<file path="config.mk">
export PLATFORM = sky130hd
export DESIGN_NAME = pin_pump_regs
export DESIGN_NICKNAME = d
export VERILOG_FILES = /design/src/shared/pin_pump_pkg.sv /design/src/hw/pad_mode_decode.sv /design/src/hw/pin_pump_regs.sv
export SDC_FILE = /design/constraint.sdc
export NUM_CORES = 1
export LEC_CHECK = 0
export ABC_AREA = 0
export CAP_MARGIN = 20
export CORE_UTILIZATION = 60
export CTS_CLUSTER_DIAMETER = 30
export CTS_CLUSTER_SIZE = 14
export DETAILED_ROUTE_END_ITERATION = 10
export DONT_BUFFER_PORTS = 1
export PLACE_DENSITY = 0.76
export RECOVER_POWER = 50
export SYNTH_ARGS = -nofsm -noshare
export SYNTH_HDL_FRONTEND = slang
export SYNTH_SLANG_ARGS = --single-unit
</file>
<file path="constraint.sdc">
create_clock -name clk -period 2.4 [get_ports clk]
set_input_delay 0.12 -clock clk [delete_from_list [all_inputs] [get_ports clk]]
set_output_delay 0.12 -clock clk [all_outputs]
set_load 0.005 [all_outputs]
</file>
<file path="src/shared/pin_pump_pkg.sv">
// Functional notes
// - mode 000: driver off, input buffer off
// - mode 001: drive output level, buffer off
// - mode 010: drive level, buffer on, readback
// - mode 011: input only, driver high impedance
// - mode 100: driver off, input buffer off
// - other mode codes act as high impedance
// - output level bit sets pin level, resets 0
// - input level bit reads live pin state, 0 while the input buffer is off
// - pull-down enabled after reset, writable
// - reset values 0x0008, 0x0000, 0x0000
// - source leakage compensation follows its bit
// - sink leakage compensation follows its bit
// - pump enable bit drives charge pump
package pin_pump_pkg;

  // ----------------------------------------------------------------
  // register addresses
  // ----------------------------------------------------------------
  localparam logic [7:0]  ADDR_PIN_D_CONFIG = 8'h38;
  localparam logic [7:0]  ADDR_FET_LEAK     = 8'h39;
  localparam logic [7:0]  ADDR_PUMP_CTRL    = 8'h3A;

  // ----------------------------------------------------------------
  // field positions
  // ----------------------------------------------------------------
  localparam int          POS_MODE_LO       = 0;
  localparam int          POS_PULLDOWN      = 3;
  localparam int          POS_OUT_LEVEL     = 4;
  localparam int          POS_IN_LEVEL      = 5;
  localparam int          POS_SINK_COMP     = 0;
  localparam int          POS_SRC_COMP      = 1;
  localparam int          POS_PUMP_EN       = 0;

  // ----------------------------------------------------------------
  // reset values
  // ----------------------------------------------------------------
  localparam logic [15:0] RST_PIN_D_CONFIG  = 16'h0008;
  localparam logic [15:0] RST_FET_LEAK      = 16'h0000;
  localparam logic [15:0] RST_PUMP_CTRL     = 16'h0000;

  // ----------------------------------------------------------------
  // pin mode codes
  // ----------------------------------------------------------------
  typedef enum logic [2:0] {
    MODE_HIGH_Z   = 3'h0,
    MODE_OUTPUT   = 3'h1,
    MODE_OUT_IN   = 3'h2,
    MODE_INPUT    = 3'h3,
    MODE_FET_OFF  = 3'h4
  } pin_mode_t;

  // register port request
  typedef struct packed {
    logic        wr;     // write strobe
    logic        rd;     // read strobe
    logic [7:0]  addr;   // register address
    logic [15:0] wdata;  // write data
  } reg_req_t;

  // pad control toward the pin cell
  typedef struct packed {
    logic        drive_en;  // output driver on
    logic        drive_lvl; // driven level
    logic        ibuf_en;   // input buffer on
    logic        pd_en;     // weak pull-down on
  } pad_ctrl_t;

endpackage : pin_pump_pkg

</file>
<file path="src/hw/pad_mode_decode.sv">
`timescale 1ns/1ns
// decodes the pin mode field into pad controls, registered
module pad_mode_decode (
  // clock and reset
  input  wire logic                    clk,
  input  wire logic                    sys_rst,
  // configuration
  input  wire logic [2:0]              mode,
  input  wire logic                    out_level,
  input  wire logic                    pulldown_en,
  // pad control
  output pin_pump_pkg::pad_ctrl_t      pad
);
  import pin_pump_pkg::*;

  // ----------------------------------------------------------------
  // state
  // ----------------------------------------------------------------
  typedef struct packed {
    pad_ctrl_t pad;
  } dec_state_t;

  dec_state_t st_r;   // registered controls
  dec_state_t st_nxt; // next value

  // ----------------------------------------------------------------
  // mode decode
  // ----------------------------------------------------------------
  always_comb begin
    st_nxt               = st_r;
    st_nxt.pad.pd_en     = pulldown_en;
    unique case (mode)
      MODE_OUTPUT: begin
        st_nxt.pad.drive_en = 1'b1;
        st_nxt.pad.ibuf_en  = 1'b0;
      end
      MODE_OUT_IN: begin
        st_nxt.pad.drive_en = 1'b1;
        st_nxt.pad.ibuf_en  = 1'b1;
      end
      MODE_INPUT: begin
        st_nxt.pad.drive_en = 1'b0;
        st_nxt.pad.ibuf_en  = 1'b1;
      end
      MODE_FET_OFF: begin
        st_nxt.pad.drive_en = 1'b0;
        st_nxt.pad.ibuf_en  = 1'b0;
      end
      // 000 and reserved codes fall back to high impedance
      default: begin
        st_nxt.pad.drive_en = 1'b0;
        st_nxt.pad.ibuf_en  = 1'b0;
      end
    endcase
    // level forced low while the driver is off, so the pad output is a plain flop
    st_nxt.pad.drive_lvl = out_level & st_nxt.pad.drive_en;
  end

  // ----------------------------------------------------------------
  // register
  // ----------------------------------------------------------------
  always_ff @(posedge clk) begin
    if (sys_rst) begin
      st_r <= '{pad: '{drive_en: 1'b0, drive_lvl: 1'b0, ibuf_en: 1'b0,
                       pd_en: RST_PIN_D_CONFIG[POS_PULLDOWN]}};
    end else begin
      st_r <= st_nxt;
    end
  end

  assign pad = st_r.pad;
endmodule // pad_mode_decode

</file>
<file path="src/hw/pin_pump_regs.sv">
`timescale 1ns/1ns
// register bank: pin d configuration, fet leakage compensation, pump
module pin_pump_regs (
  // clock and reset
  input  wire logic                    clk,
  input  wire logic                    sys_rst,
  // register port from the serial interface logic
  input  pin_pump_pkg::reg_req_t       req,
  output logic [15:0]                  rdata,
  output logic                         rvalid,
  // pin d pad
  input  wire logic                    pin_in,
  output logic                         pin_out,
  output logic                         pin_oe,
  output logic                         pin_ibuf_en,
  output logic                         pin_pd_en,
  // analog controls
  output logic                         source_leak_comp_enable,
  output logic                         sink_leak_comp_enable,
  output logic                         pump_enable_bit
);
  import pin_pump_pkg::*;

  // ----------------------------------------------------------------
  // state
  // ----------------------------------------------------------------
  typedef struct packed {
    logic [2:0]  mode;          // pin mode field
    logic        output_level_bit;
    logic        pulldown_enable_bit;
    logic        src_comp;
    logic        snk_comp;
    logic        pump;
    logic [1:0]  pin_sync;      // [0] first stage, [1] second stage
    logic        input_level_bit;
    logic [15:0] rdata;
    logic        rvalid;
  } regs_state_t;

  regs_state_t st_r;   // current state
  regs_state_t st_nxt; // next state
  pad_ctrl_t   pad;    // decoded pad controls

  // pack a register image; reserved bits forced to zero
  function automatic logic [15:0] read_word(input regs_state_t s, input logic [7:0] a);
    logic [15:0] w;
    w = 16'h0000;
    unique case (a)
      ADDR_PIN_D_CONFIG: begin
        w[POS_MODE_LO +: 3] = s.mode;
        w[POS_PULLDOWN]     = s.pulldown_enable_bit;
        w[POS_OUT_LEVEL]    = s.output_level_bit;
        w[POS_IN_LEVEL]     = s.input_level_bit;
      end
      ADDR_FET_LEAK: begin
        w[POS_SRC_COMP]     = s.src_comp;
        w[POS_SINK_COMP]    = s.snk_comp;
      end
      ADDR_PUMP_CTRL: begin
        w[POS_PUMP_EN]      = s.pump;
      end
      default: w = 16'h0000;                         // unmapped reads zero
    endcase
    return w;
  endfunction

  // ----------------------------------------------------------------
  // next state
  // ----------------------------------------------------------------
  always_comb begin
    st_nxt          = st_r;
    // pin passes two flops; only the second stage is read
    st_nxt.pin_sync = {st_r.pin_sync[0], pin_in};
    // live level, seen only while the input buffer is on
    st_nxt.input_level_bit = st_r.pin_sync[1] & pad.ibuf_en;
    st_nxt.rvalid   = req.rd;
    st_nxt.rdata    = req.rd ? read_word(st_r, req.addr) : 16'h0000;
    if (req.wr) begin
      // only defined fields are stored; the rest is dropped
      unique case (req.addr)
        ADDR_PIN_D_CONFIG: begin
          st_nxt.mode                = req.wdata[POS_MODE_LO +: 3];
          st_nxt.pulldown_enable_bit = req.wdata[POS_PULLDOWN];
          st_nxt.output_level_bit    = req.wdata[POS_OUT_LEVEL];
        end
        ADDR_FET_LEAK: begin
          // no interlock: the host keeps outputs disabled meanwhile
          st_nxt.src_comp = req.wdata[POS_SRC_COMP];
          st_nxt.snk_comp = req.wdata[POS_SINK_COMP];
        end
        ADDR_PUMP_CTRL: begin
          st_nxt.pump = req.wdata[POS_PUMP_EN];
        end
        default: begin
          st_nxt.pump = st_r.pump;                               // unmapped ignored
        end
      endcase
    end
  end

  // ----------------------------------------------------------------
  // state register
  // ----------------------------------------------------------------
  always_ff @(posedge clk) begin
    if (sys_rst) begin
      st_r.mode                <= RST_PIN_D_CONFIG[POS_MODE_LO +: 3];
      st_r.pulldown_enable_bit <= RST_PIN_D_CONFIG[POS_PULLDOWN];
      st_r.output_level_bit    <= RST_PIN_D_CONFIG[POS_OUT_LEVEL];
      st_r.input_level_bit     <= RST_PIN_D_CONFIG[POS_IN_LEVEL];
      st_r.src_comp            <= RST_FET_LEAK[POS_SRC_COMP];
      st_r.snk_comp            <= RST_FET_LEAK[POS_SINK_COMP];
      st_r.pump                <= RST_PUMP_CTRL[POS_PUMP_EN];
      st_r.pin_sync            <= 2'h0;
      st_r.rdata               <= 16'h0000;
      st_r.rvalid              <= 1'b0;
    end else begin
      st_r <= st_nxt;
    end
  end

  // ----------------------------------------------------------------
  // pad decode; registered, so pad outputs lag the write by two edges
  // ----------------------------------------------------------------
  pad_mode_decode u_decode (
    .clk       (clk),
    .sys_rst   (sys_rst),
    .mode      (st_r.mode),
    .out_level (st_r.output_level_bit),
    .pulldown_en (st_r.pulldown_enable_bit),
    .pad       (pad)
  );

  // ----------------------------------------------------------------
  // outputs, all from flops
  // ----------------------------------------------------------------
  assign rdata                   = st_r.rdata;
  assign rvalid                  = st_r.rvalid;
  assign pin_out                 = pad.drive_lvl;
  assign pin_oe                  = pad.drive_en;
  assign pin_ibuf_en             = pad.ibuf_en;
  assign pin_pd_en               = pad.pd_en;
  assign source_leak_comp_enable = st_r.src_comp;
  assign sink_leak_comp_enable   = st_r.snk_comp;
  assign pump_enable_bit         = st_r.pump;
endmodule // pin_pump_regs

</file>
==> results of run 1 <==
power groups by stage:
stage / logic (uW) / clock network, uW / registers (uW)
6_report: 31.9 / 269 / 368
5_1_grt: 35.4 / 290 / 369
4_1_cts: 31.3 / 277 / 369
3_5_place_dp: 19.5 / 0 / 377
3_3_place_gp: 19.1 / 0 / 377
2_1_floorplan: 35.1 / 0 / 377
flip-flops by register name, summed over array words and instances (netlist names):
register,count
st_r,7
pump_enable_bit,1
sink_leak_comp_enable,1
st_nxt,1
source_leak_comp_enable,1
u_decode.pad,4
rdata,6
rvalid,1
worst max-delay path by stage:
stage	start	to	slack, ns
finish	req[24]	rdata[5]$_SDFF_PP0_	1.36
global route	req[24]	rdata[2]$_SDFF_PP0_	1.28
CTS	req[24]	rdata[5]$_SDFF_PP0_	1.36
detailed placement	req[22]	st_r[25]$_SDFFE_PP0P_	1.11
global placement	req[22]	st_r[25]$_SDFFE_PP0P_	1.13
floorplan	req[22]	st_r[23]$_SDFFE_PP1P_	1.24
critical path, delay by kind of cell:
family	cells	cell delay, ns
AND/OR/NAND/NOR	3	0.64
buffers and inverters	1	0.52
placed cells by master (no fill, tap or decap):
cell type,Yosys,final
nand2_1,3,3
clkbuf_4,0,3
nor2_1,3,3
nor4_1,3,3
inv_1,4,4
xnor2_1,1,1
or3b_4,1,1
nor3b_1,1,1
mux2i_1,10,10
and3_1,1,1
o22ai_1,1,1
nand3b_1,1,1
nor2b_1,2,2
nor4_4,1,1
dfxtp_1,22,22
nand2b_1,12,12
bufinv_16,0,1
nand4bb_1,1,1
nor3_1,2,2
and2_1,5,5
or3_4,1,1
conb_1,1,10
dlygate4sd3_1,0,7
routing by layer:
layer / vias up / part of all wire [%]
met3: 2 / 4.5
li1: 283 / -
met4: 0 / 0.85
met5: - / 0
met2: 21 / 51
met1: 263 / 44
through the flow:
step	cell area [um2]	total power (uW)	setup slack, ns
3_5_place_dp	875	396	1.11
4_1_cts	997	677	1.36
3_3_place_gp	875	396	1.13
6_report	997	670	1.36
5_1_grt	997	694	1.28
2_1_floorplan	986	412	1.24
repair_timing:
item / in CTS / in global routing
setup endpoints to repair: 0 / 0
hold buffers: 7 / 0
endpoints found under the hold margin: 15 / 0
logic make-up after synthesis:
kind of cell / Yosys count / synth area share [%]
flops: 22 / 46.3
xor+xnor: 1 / 0.920
other cells: 1 / 0.394
mux: 10 / 10.5
compound gates: 1 / 0.657
simple gates: 37 / 25.9
buf+inv: 23 / 15.4
cell type report:
class	count	area [um2]	share of cell area [%]
clock buffer	3	22.5	2.26
clock inverter	1	30.0	3.01
inverter	4	15.0	1.51
multi-input combinational	59	399	40.0
sequential	22	440	44.2
tap	16	20.0	2.01
timing repair buffer	7	70.1	7.03
==> metrics.txt, run 1 <==
run status=completed; Critical R2R Capture=u_decode.pad[2]$_SDFF_PP0_; routability congestion estimate=0.709; crit path kind=input port to register; top_reg_cell synth=dfxtp_1; nets=roughly 130; WL final=1290 um; fin. max-slew vios=0; clock network fraction of total power=between 40% and 50%; crit path DAT=1.29 ns; Core ar.=1490 um2; Post-Synthesis Cells=95; synth top area cells=dfxtp_1 (46%), buf_4 (13%), mux2i_1 (11%); initial antenna violation count=0; worst slew pin tran=0.492 ns; Layout Cells excl Fill=roughly 110; worst vdd ir=~0.35 mV; worst hold endpoint=rdata[0]$_SDFF_PP0_; cells along the critical path=dlygate4sd3_1 -> nand2b_1 -> nor4_1 -> and2_1; Synth Area per Inst=around 10 um2; Setup Viol. Count Final=0; fmax=~960 MHz; Die Wd=~42 um; met2 usage in global routing=25.9%; Worst Hold Path Cells=2; number of I/O port buffers=0; DR vias=about 570; relative slew slack=approximately 67%; CP required=~2.6 ns; number of setup buffers added after CTS=0; final hold viol count=0; fin crit period=1.04 ns; CTS H-Tree Depth=1; Via density=between 5 and 6; synth warn=0; Reg clk slew, reported paths=approximately 0.11 ns; Worst Setup End Kind=register; Slowest cell on crit path=dlygate4sd3_1; CTS tree=built; io pins=53; Max-cap violations=0; Post-DRT Antenna Nets=0; synth unique cells=22; drt wl/cell=around 12 um; Yosys top cell by area=dfxtp_1; sum of negative setup slack=0 ns; CTS sink cnt=22; die area=about 1800 um2; Post-synth ARST share=0%; Mapped Area=between 900 and 1000 um2; grt met3 use=~3.9%; CTS buffer count=3; switch share=between 10% and 20%; Comb pwr share=4.8%; hold crit path type=input port to register; sequential-to-total area share from yosys stat=between 40 and 50%; drt drc=0; M1 GR Usage=approximately a fifth; hold path startpoint=req[18]; GRT overflow=0; RSZ-0062 raised after global routing=no; Min Hold Slack=approximately 0.016 ns; Layout Skew=approximately 0.00067 ns; count leader, synth=dfxtp_1; CP max stage delay=approximately 0.52 ns; crit path launch type=input port; Seq pwr share=55.0%; worst r2r src=st_r[26]$_SDFFE_PP0P_; Layout area overhead=4.73%; HPWL Detailed=approximately 880 um; number of synthesized flops with an enable pin=0; Total Routing Usage GR=between 10% and 20%; Crit Path Max Fanout=4; grt peak-use layer=met2; first-pass GRT wire length=roughly 2100 um; FF-to-FF setup slack=~1.5 ns; fillcell total=around 130; vias in the first global route=between 400 and 500; clock latency on the worst-skew pair=roughly 0.29 ns; fin crit share=between 40% and 50%; PD cells=roughly 670 nW/um2; First-pass DRT Iterations=4; Post-synth top cells=dfxtp_1 (22), buf_4 (16), nand2b_1 (12), mux2i_1 (10), and2_1 (5); Initial DRC Count=9; NetSw=between 100 and 150 uW; leakage=between 0.0003 and 0.0004 uW; Layout Utilization=about two thirds; placed instance count=about 100; largest net degree at the start of global routing=17; Post-CTS Resized=0; Initial Util=63.9%; die height=~42 um; Internal=approximately 550 uW; # rows=14; share of cells above drive strength 1=about 7.3%; CTS Buffer Depth=2; FF-to-FF path depth=3; Root Buffer=clkbuf_4; #FFs+latches synth=22; Synth top area share=a little under half; ANT cells=0
Power figures use the tool's default switching activity.
==> run 2: changes to the inputs <==
CORE_UTILIZATION = 53   (was 60)
PLACE_DENSITY = 0.71   (was 0.76)
clock period = 0.9 ns   (was 2.4 ns; I/O delays follow)
==> run 2 against run 1 <==
Compared with the run above: the flow now finishes with violations (hold timing); global-route usage increased by 0.33 points; register-to-register slack got worse by 1.5 ns; critical endpoint is now u_decode.pad[2]$_SDFF_PP0_; clock skew up 0.0049 ns; critical path type is now register to register.
==> metrics.txt, run 2 (synthesis results as in run 1) <==
sum of negative setup slack=0 ns (unchanged); number of setup buffers added after CTS=0 (unchanged); Reg clk slew, reported paths=0.12 ns (was 0.11 ns); fin crit share=about 95%; Setup Viol. Count Final=0 (unchanged); largest register by flop count=st_r (unchanged); fin crit period=around 0.86 ns; CP required=1.11 ns (was 2.64 ns); Core ar.=1590 um2 (was 1490 um2); FF-to-FF setup slack=0.04 ns (was 1.53 ns); hold crit path type=input port to register (unchanged); drt wl/cell=10.6 um (was 11.5 um); io pins=53 (unchanged); crit path kind=register to register (was input port to register); die height=44.4 um (was 41.8 um); fillcell total=128 (was 131); Root Buffer=clkbuf_4 (unchanged); leakage=0.000431 uW (was 0.000399 uW); number of I/O port buffers=0 (unchanged); Multi-input gate area=439 um2 (was 399 um2); Min Hold Slack=-0.202 ns (was 0.0155 ns); Initial Util=59.7% (was 63.9%); # rows=14 (unchanged); Die Wd=44.4 um (was 41.8 um); Total Routing Usage GR=16.2% (was 15.9%); max FFs per register=7 (unchanged); clock latency on the worst-skew pair=0.30 ns (was 0.29 ns); highest-count cells in the layout ignoring fill and taps=dfxtp_1 (21), nand2b_1 (12), mux2i_1 (10), conb_1 (10), dlygate4sd3_1 (6) (was dfxtp_1 (22), nand2b_1 (12), mux2i_1 (10), conb_1 (10), dlygate4sd3_1 (7)); share of cells above drive strength 1=17.2% (was 7.29%); HPWL Detailed=924 um (was 877 um); Layout area overhead=12.2% (was 4.73%); GRT overflow=0 (unchanged); Crit Path Max Fanout=4 (unchanged); Initial DRC Count=2 (was 9); vias in the first global route=518 (was 486); setup ws final=0.0408 ns (was 1.36 ns); CTS H-Tree Depth=1 (unchanged); PD cells=1680 nW/um2 (was 672 nW/um2); Register Area=442 um2 (was 440 um2); clock network fraction of total power=41.1% (was 40.2%); DR vias=573 (was 569); run status=complete, but fails checks (was completed); Layout Skew=0.00561 ns (was 0.000672 ns); worst vdd ir=0.835 mV (was 0.349 mV); routability congestion estimate=0.719 (was 0.709); die area=1970 um2 (was 1750 um2); largest net degree at the start of global routing=20 (was 17); nets=129 (was 126); CTS sink cnt=22 (unchanged); crit path launch type=register (was input port); Worst Setup End Kind=register (unchanged); pre-CTS WS=-0.167 ns (was 1.11 ns); drt drc=0 (unchanged); commonest non-fill, non-tap cell in the layout=dfxtp_1 (unchanged); CTS tree=built (unchanged); fmax=between 1000 and 1500 MHz; fin. max-slew vios=0 (unchanged); switch share=18.1% (was 17.4%); Internal=1480 uW (was 553 uW); Via density=4.66 (was 5.08); CTS Buffer Depth=2 (unchanged); RSZ-0062 raised after global routing=no (unchanged); ANT cells=0 (unchanged); First-pass DRT Iterations=2 (was 4); Comb pwr share=4.3% (was 4.8%); Post-DRT Antenna Nets=0 (unchanged); crit path DAT=1.07 ns (was 1.29 ns); Tot Pwr=1800 uW (was 670 uW); final hold viol count=17 (was 0); WL final=1300 um (was 1290 um); Max-cap violations=0 (unchanged); Seq pwr share=54.6% (was 55.0%); Layout Utilization=67.0% (about the same); NetSw=325 uW (was 116 uW); failing checks=hold timing; initial antenna violation count=0 (unchanged); CTS buffer count=3 (unchanged); first-pass GRT wire length=2240 um (was 2060 um)
-- run 2: changes by cell type in the layout (fill, tap and decap cells not counted) --
cell           delta
nor4_1            -1
buf_4             +4
dfxtp_1           -1
dfxtp_2           +1
nand4bb_1         -1
nor3_2            +2
dlygate4sd3_1     -1
xnor2_2           +1
nor4_2            +1
nand4bb_4         +1
nor3_1            -2
xnor2_1           -1
-- run 2: critical path: stages (launching register included) --
cell and delay (ns):
dfxtp_1 0.42, xnor2_2 0.14, nor3_2 0.06, and2_1 0.15
-- run 2: area by class of cell --
class | instances | area share, %
Multi-Input combinational cell | 59 | 41.1
Sequential cell | 22 | 41.3
Clock buffer | 3 | 2.11
Tap cell | 24 | 2.81
Clock inverter | 1 | 2.81
Timing Repair Buffer | 10 | 8.43
Inverter | 4 | 1.41
-- run 2: power groups by stage --
stage,Clock [uW],Sequential (uW),Combinational (uW)
2_1_floorplan,0,1000,97.6
3_3_place_gp,0,1000,55.5
3_5_place_dp,0,1000,56.9
4_1_cts,759,983,72.1
5_1_grt,813,984,86.5
6_report,740,982,77.6
-- run 2: timing repair --
item / 4_1_cts / 5_1_grt
hold buffers: 5 / 1
setup endpoints to repair: 0 / 6
gates resized for setup: 0 / 5
hold endpoints to repair: 18 / 17
-- run 2: metal layers --
metal / share of wire (%) / global-route usage, % / up-vias / wire, um
met4: 1.0 / 10.9 / 0 / 13
li1: - / - / 291 / -
met1: 47 / 21.6 / 260 / 615
met2: 47 / 22.4 / 20 / 611
met3: 4.5 / 4.90 / 2 / 58
met5: 0 / 0 / - / 0
-- run 2: stage by stage --
step	std cells	instance area [um2]	hold slack (ns)
2_1_floorplan	104	1000	0.173
3_3_place_gp	113	931	0.118
3_5_place_dp	113	931	0.119
4_1_cts	122	1030	-0.214
5_1_grt	123	1070	-0.242
6_report	123	1070	-0.202
-- run 2: path summary, 6_finish.rpt --
| kind | start | end | depth (start not counted) |
|---|---|---|---|
| worst max register to register | st_r[26]$_SDFFE_PP0P_ | u_decode.pad[2]$_SDFF_PP0_ | 3 |
| worst min-delay path | sys_rst | st_r[19]$_SDFF_PP0_ | 1 |
| worst min register to register | st_r[19]$_SDFF_PP0_ | st_r[17]$_SDFF_PP0_ | 2 |
| worst max-delay path | st_r[26]$_SDFFE_PP0P_ | u_decode.pad[2]$_SDFF_PP0_ | 3 |
==> run 3: changes to the inputs <==
CORE_MARGIN = 10   (was not set)
==> run 3 against run 2 <==
Compared with the run above: the flow still finishes with violations (hold timing); routed wire length increased by 33%; global-route usage fell by 7.2 points; clock power decreased by 45%; die area is 98% higher; non-clock buffer count is 1 higher; total power down 18%; final cell count grew 0.81%; count of clock-buffer cells in the layout stayed put; sequential share of layout area up 1.6 points.
==> metrics.txt, run 3 (synthesis results as in run 1) <==
Critical R2R Capture=rdata[0]$_SDFF_PP0_ (was u_decode.pad[2]$_SDFF_PP0_); nets=130 (was 129); fillcell total=148 (was 128); io pins=53 (unchanged); initial antenna violation count=0 (unchanged); Max-cap violations=0 (unchanged); max FFs per register=7 (unchanged); placed instance count=115 (was 113); Internal=1180 uW (was 1480 uW); top sig layer=met4 (unchanged); CP required=1.14 ns (was 1.11 ns); Min Hold Slack=-0.197 ns (was -0.202 ns); DR WL met2=885 um (was 611 um); clock latency on the worst-skew pair=0.30 ns (about the same); largest net degree at the start of global routing=20 (unchanged); wl on met1=614 um (was 615 um); CTS buffer count=3 (unchanged); Crit Path Max Fanout=6 (was 4); first-pass GRT wire length=2840 um (was 2240 um); sum of negative setup slack=0 ns (unchanged); fin crit share=98.7% (was 95.5%); setup ws final=0.0119 ns (was 0.0408 ns); Initial DRC Count=0 (was 2); WL final=1730 um (was 1300 um); drt drc=0 (unchanged); PD cells=1420 nW/um2 (was 1680 nW/um2); DR vias=566 (was 573); ANT cells=0 (unchanged); fin. max-slew vios=0 (unchanged); crit path launch type=input port (was register); final hold viol count=16 (was 17); die height=62.4 um (was 44.4 um); CTS Buffer Depth=2 (unchanged); hold crit path type=input port to register (unchanged); leakage=0.000416 uW (was 0.000431 uW); GRT overflow=0 (unchanged); Hold-fix buffers, CTS=6 (was 5); crit path kind=input port to register (was register to register); Seq pwr share=67.0% (was 54.6%); CP max stage delay=0.55 ns (was 0.42 ns); fin crit period=0.888 ns (was 0.859 ns); number of I/O port buffers=0 (unchanged); Slowest cell on crit path=dlygate4sd3_1 (was dfxtp_1); Layout Cells excl Fill=124 (was 123); pre-CTS WS=-0.215 ns (was -0.167 ns); # rows=15 (was 14); crit path launch=req[22] (was st_r[26]$_SDFFE_PP0P_); die area=3890 um2 (was 1970 um2); FF-to-FF setup slack=0.05 ns (was 0.04 ns); met3 wire len=197 um (was 58 um); number of setup buffers added after CTS=0 (unchanged); CTS H-Tree Depth=1 (unchanged); Post-DRT Antenna Nets=0 (unchanged); Worst Setup End Kind=register (unchanged); Layout Skew=0.00696 ns (was 0.00561 ns); First-pass DRT Iterations=1 (was 2); CTS tree=built (unchanged); CTS sink cnt=22 (unchanged); fmax=1130 MHz (was 1160 MHz); Setup Viol. Count Final=0 (unchanged); NetSw=287 uW (was 325 uW); failing checks=hold timing (unchanged); Root Buffer=clkbuf_4 (unchanged); crit path DAT=1.13 ns (was 1.07 ns); highest-count cells in the layout ignoring fill and taps=dfxtp_1 (21), nand2b_1 (12), mux2i_1 (10), conb_1 (10), dlygate4sd3_1 (6) (unchanged); Layout area overhead=8.15% (was 12.2%); Initial Util=55.8% (was 59.7%); RSZ-0062 raised after global routing=yes (was no); routability congestion estimate=0.723 (was 0.719); Core ar.=1710 um2 (was 1590 um2); Reg clk slew, reported paths=0.10 ns (was 0.12 ns); design area=1030 um2 (was 1070 um2); HPWL Detailed=1390 um (was 924 um); largest register by flop count=st_r (unchanged); switch share=19.5% (was 18.1%); FF-to-FF path depth=3 (unchanged); commonest non-fill, non-tap cell in the layout=dfxtp_1 (unchanged); clock network fraction of total power=27.7% (was 41.1%); Via density=4.56 (was 4.66); Comb pwr share=5.3% (was 4.3%); worst vdd ir=1.03 mV (was 0.835 mV); Die Wd=62.4 um (was 44.4 um); Total Routing Usage GR=8.97% (was 16.2%); share of cells above drive strength 1=14.1% (was 17.2%); vias in the first global route=588 (was 518); drt wl/cell=13.9 um (was 10.6 um); cells along the critical path=nand4bb_4 -> nor3_2 -> dlygate4sd3_1 -> and3_1 (was xnor2_2 -> nor3_2 -> and2_1); run status=complete, but fails checks (unchanged); placed standard-cell area=940 um2 (was 931 um2); CP Capture Point=rdata[0]$_SDFF_PP0_ (was u_decode.pad[2]$_SDFF_PP0_); worst r2r src=st_r[25]$_SDFFE_PP0P_ (was st_r[26]$_SDFFE_PP0P_)
[run 3: changes by cell type in the layout (fill, tap and decap cells not counted), sizes merged]
cell / before / now
bufinv: 1 / 0
clkbuf: 3 / 4
[run 3: routing by layer]
| layer | vias to the layer above | track usage [%] |
|---|---|---|
| li1 | 290 | - |
| met1 | 249 | 8.43 |
| met2 | 23 | 14.6 |
| met3 | 4 | 6.81 |
| met4 | 0 | 3.35 |
| met5 | - | 0 |
[run 3: final cells by class]
class | count | area (um2) | share of cell area, %
Clock buffer | 3 | 22.5 | 2.19
Inverter | 4 | 15.0 | 1.46
Multi-Input combinational cell | 59 | 425 | 41.3
Sequential cell | 22 | 442 | 42.9
Tap cell | 25 | 31.3 | 3.04
Timing Repair Buffer | 11 | 93.8 | 9.11
[run 3: how the worst min path moves through the flow]
stage            start               endpoint  cells past startpoint
2_1_floorplan   pin_in  st_nxt[19]$_SDFF_PP0_                      1
3_3_place_gp   sys_rst    st_r[19]$_SDFF_PP0_                      1
3_5_place_dp   sys_rst    st_r[19]$_SDFF_PP0_                      1
4_1_cts        sys_rst    st_r[19]$_SDFF_PP0_                      1
5_1_grt        sys_rst    st_r[19]$_SDFF_PP0_                      1
6_report       sys_rst    st_r[19]$_SDFF_PP0_                      1
[run 3: what timing repair did]
action,in CTS,in global routing
hold endpoints to repair,18,16
resized for setup,0,3
setup endpoints to repair,0,2
[run 3: through the flow]
stage                     power [uW]  utilization, %
final                           1470            60.3
after global routing            1550            60.3
after CTS                       1490            59.9
after detailed placement        1060            55.0
after global placement          1060            55.0
after floorplan                 1100               -
[run 3: power groups by stage]
stage	registers, uW	logic (uW)	clock network [uW]
6_report	982	78.0	407
3_3_place_gp	1010	56.0	0
2_1_floorplan	1000	97.6	0
4_1_cts	983	74.3	432
3_5_place_dp	1010	56.9	0
5_1_grt	984	87.3	474
[run 3: critical path, delay by kind of cell]
family	cells	cell delay (ns)
buf+inv	1	0.55
simple gates	3	0.53
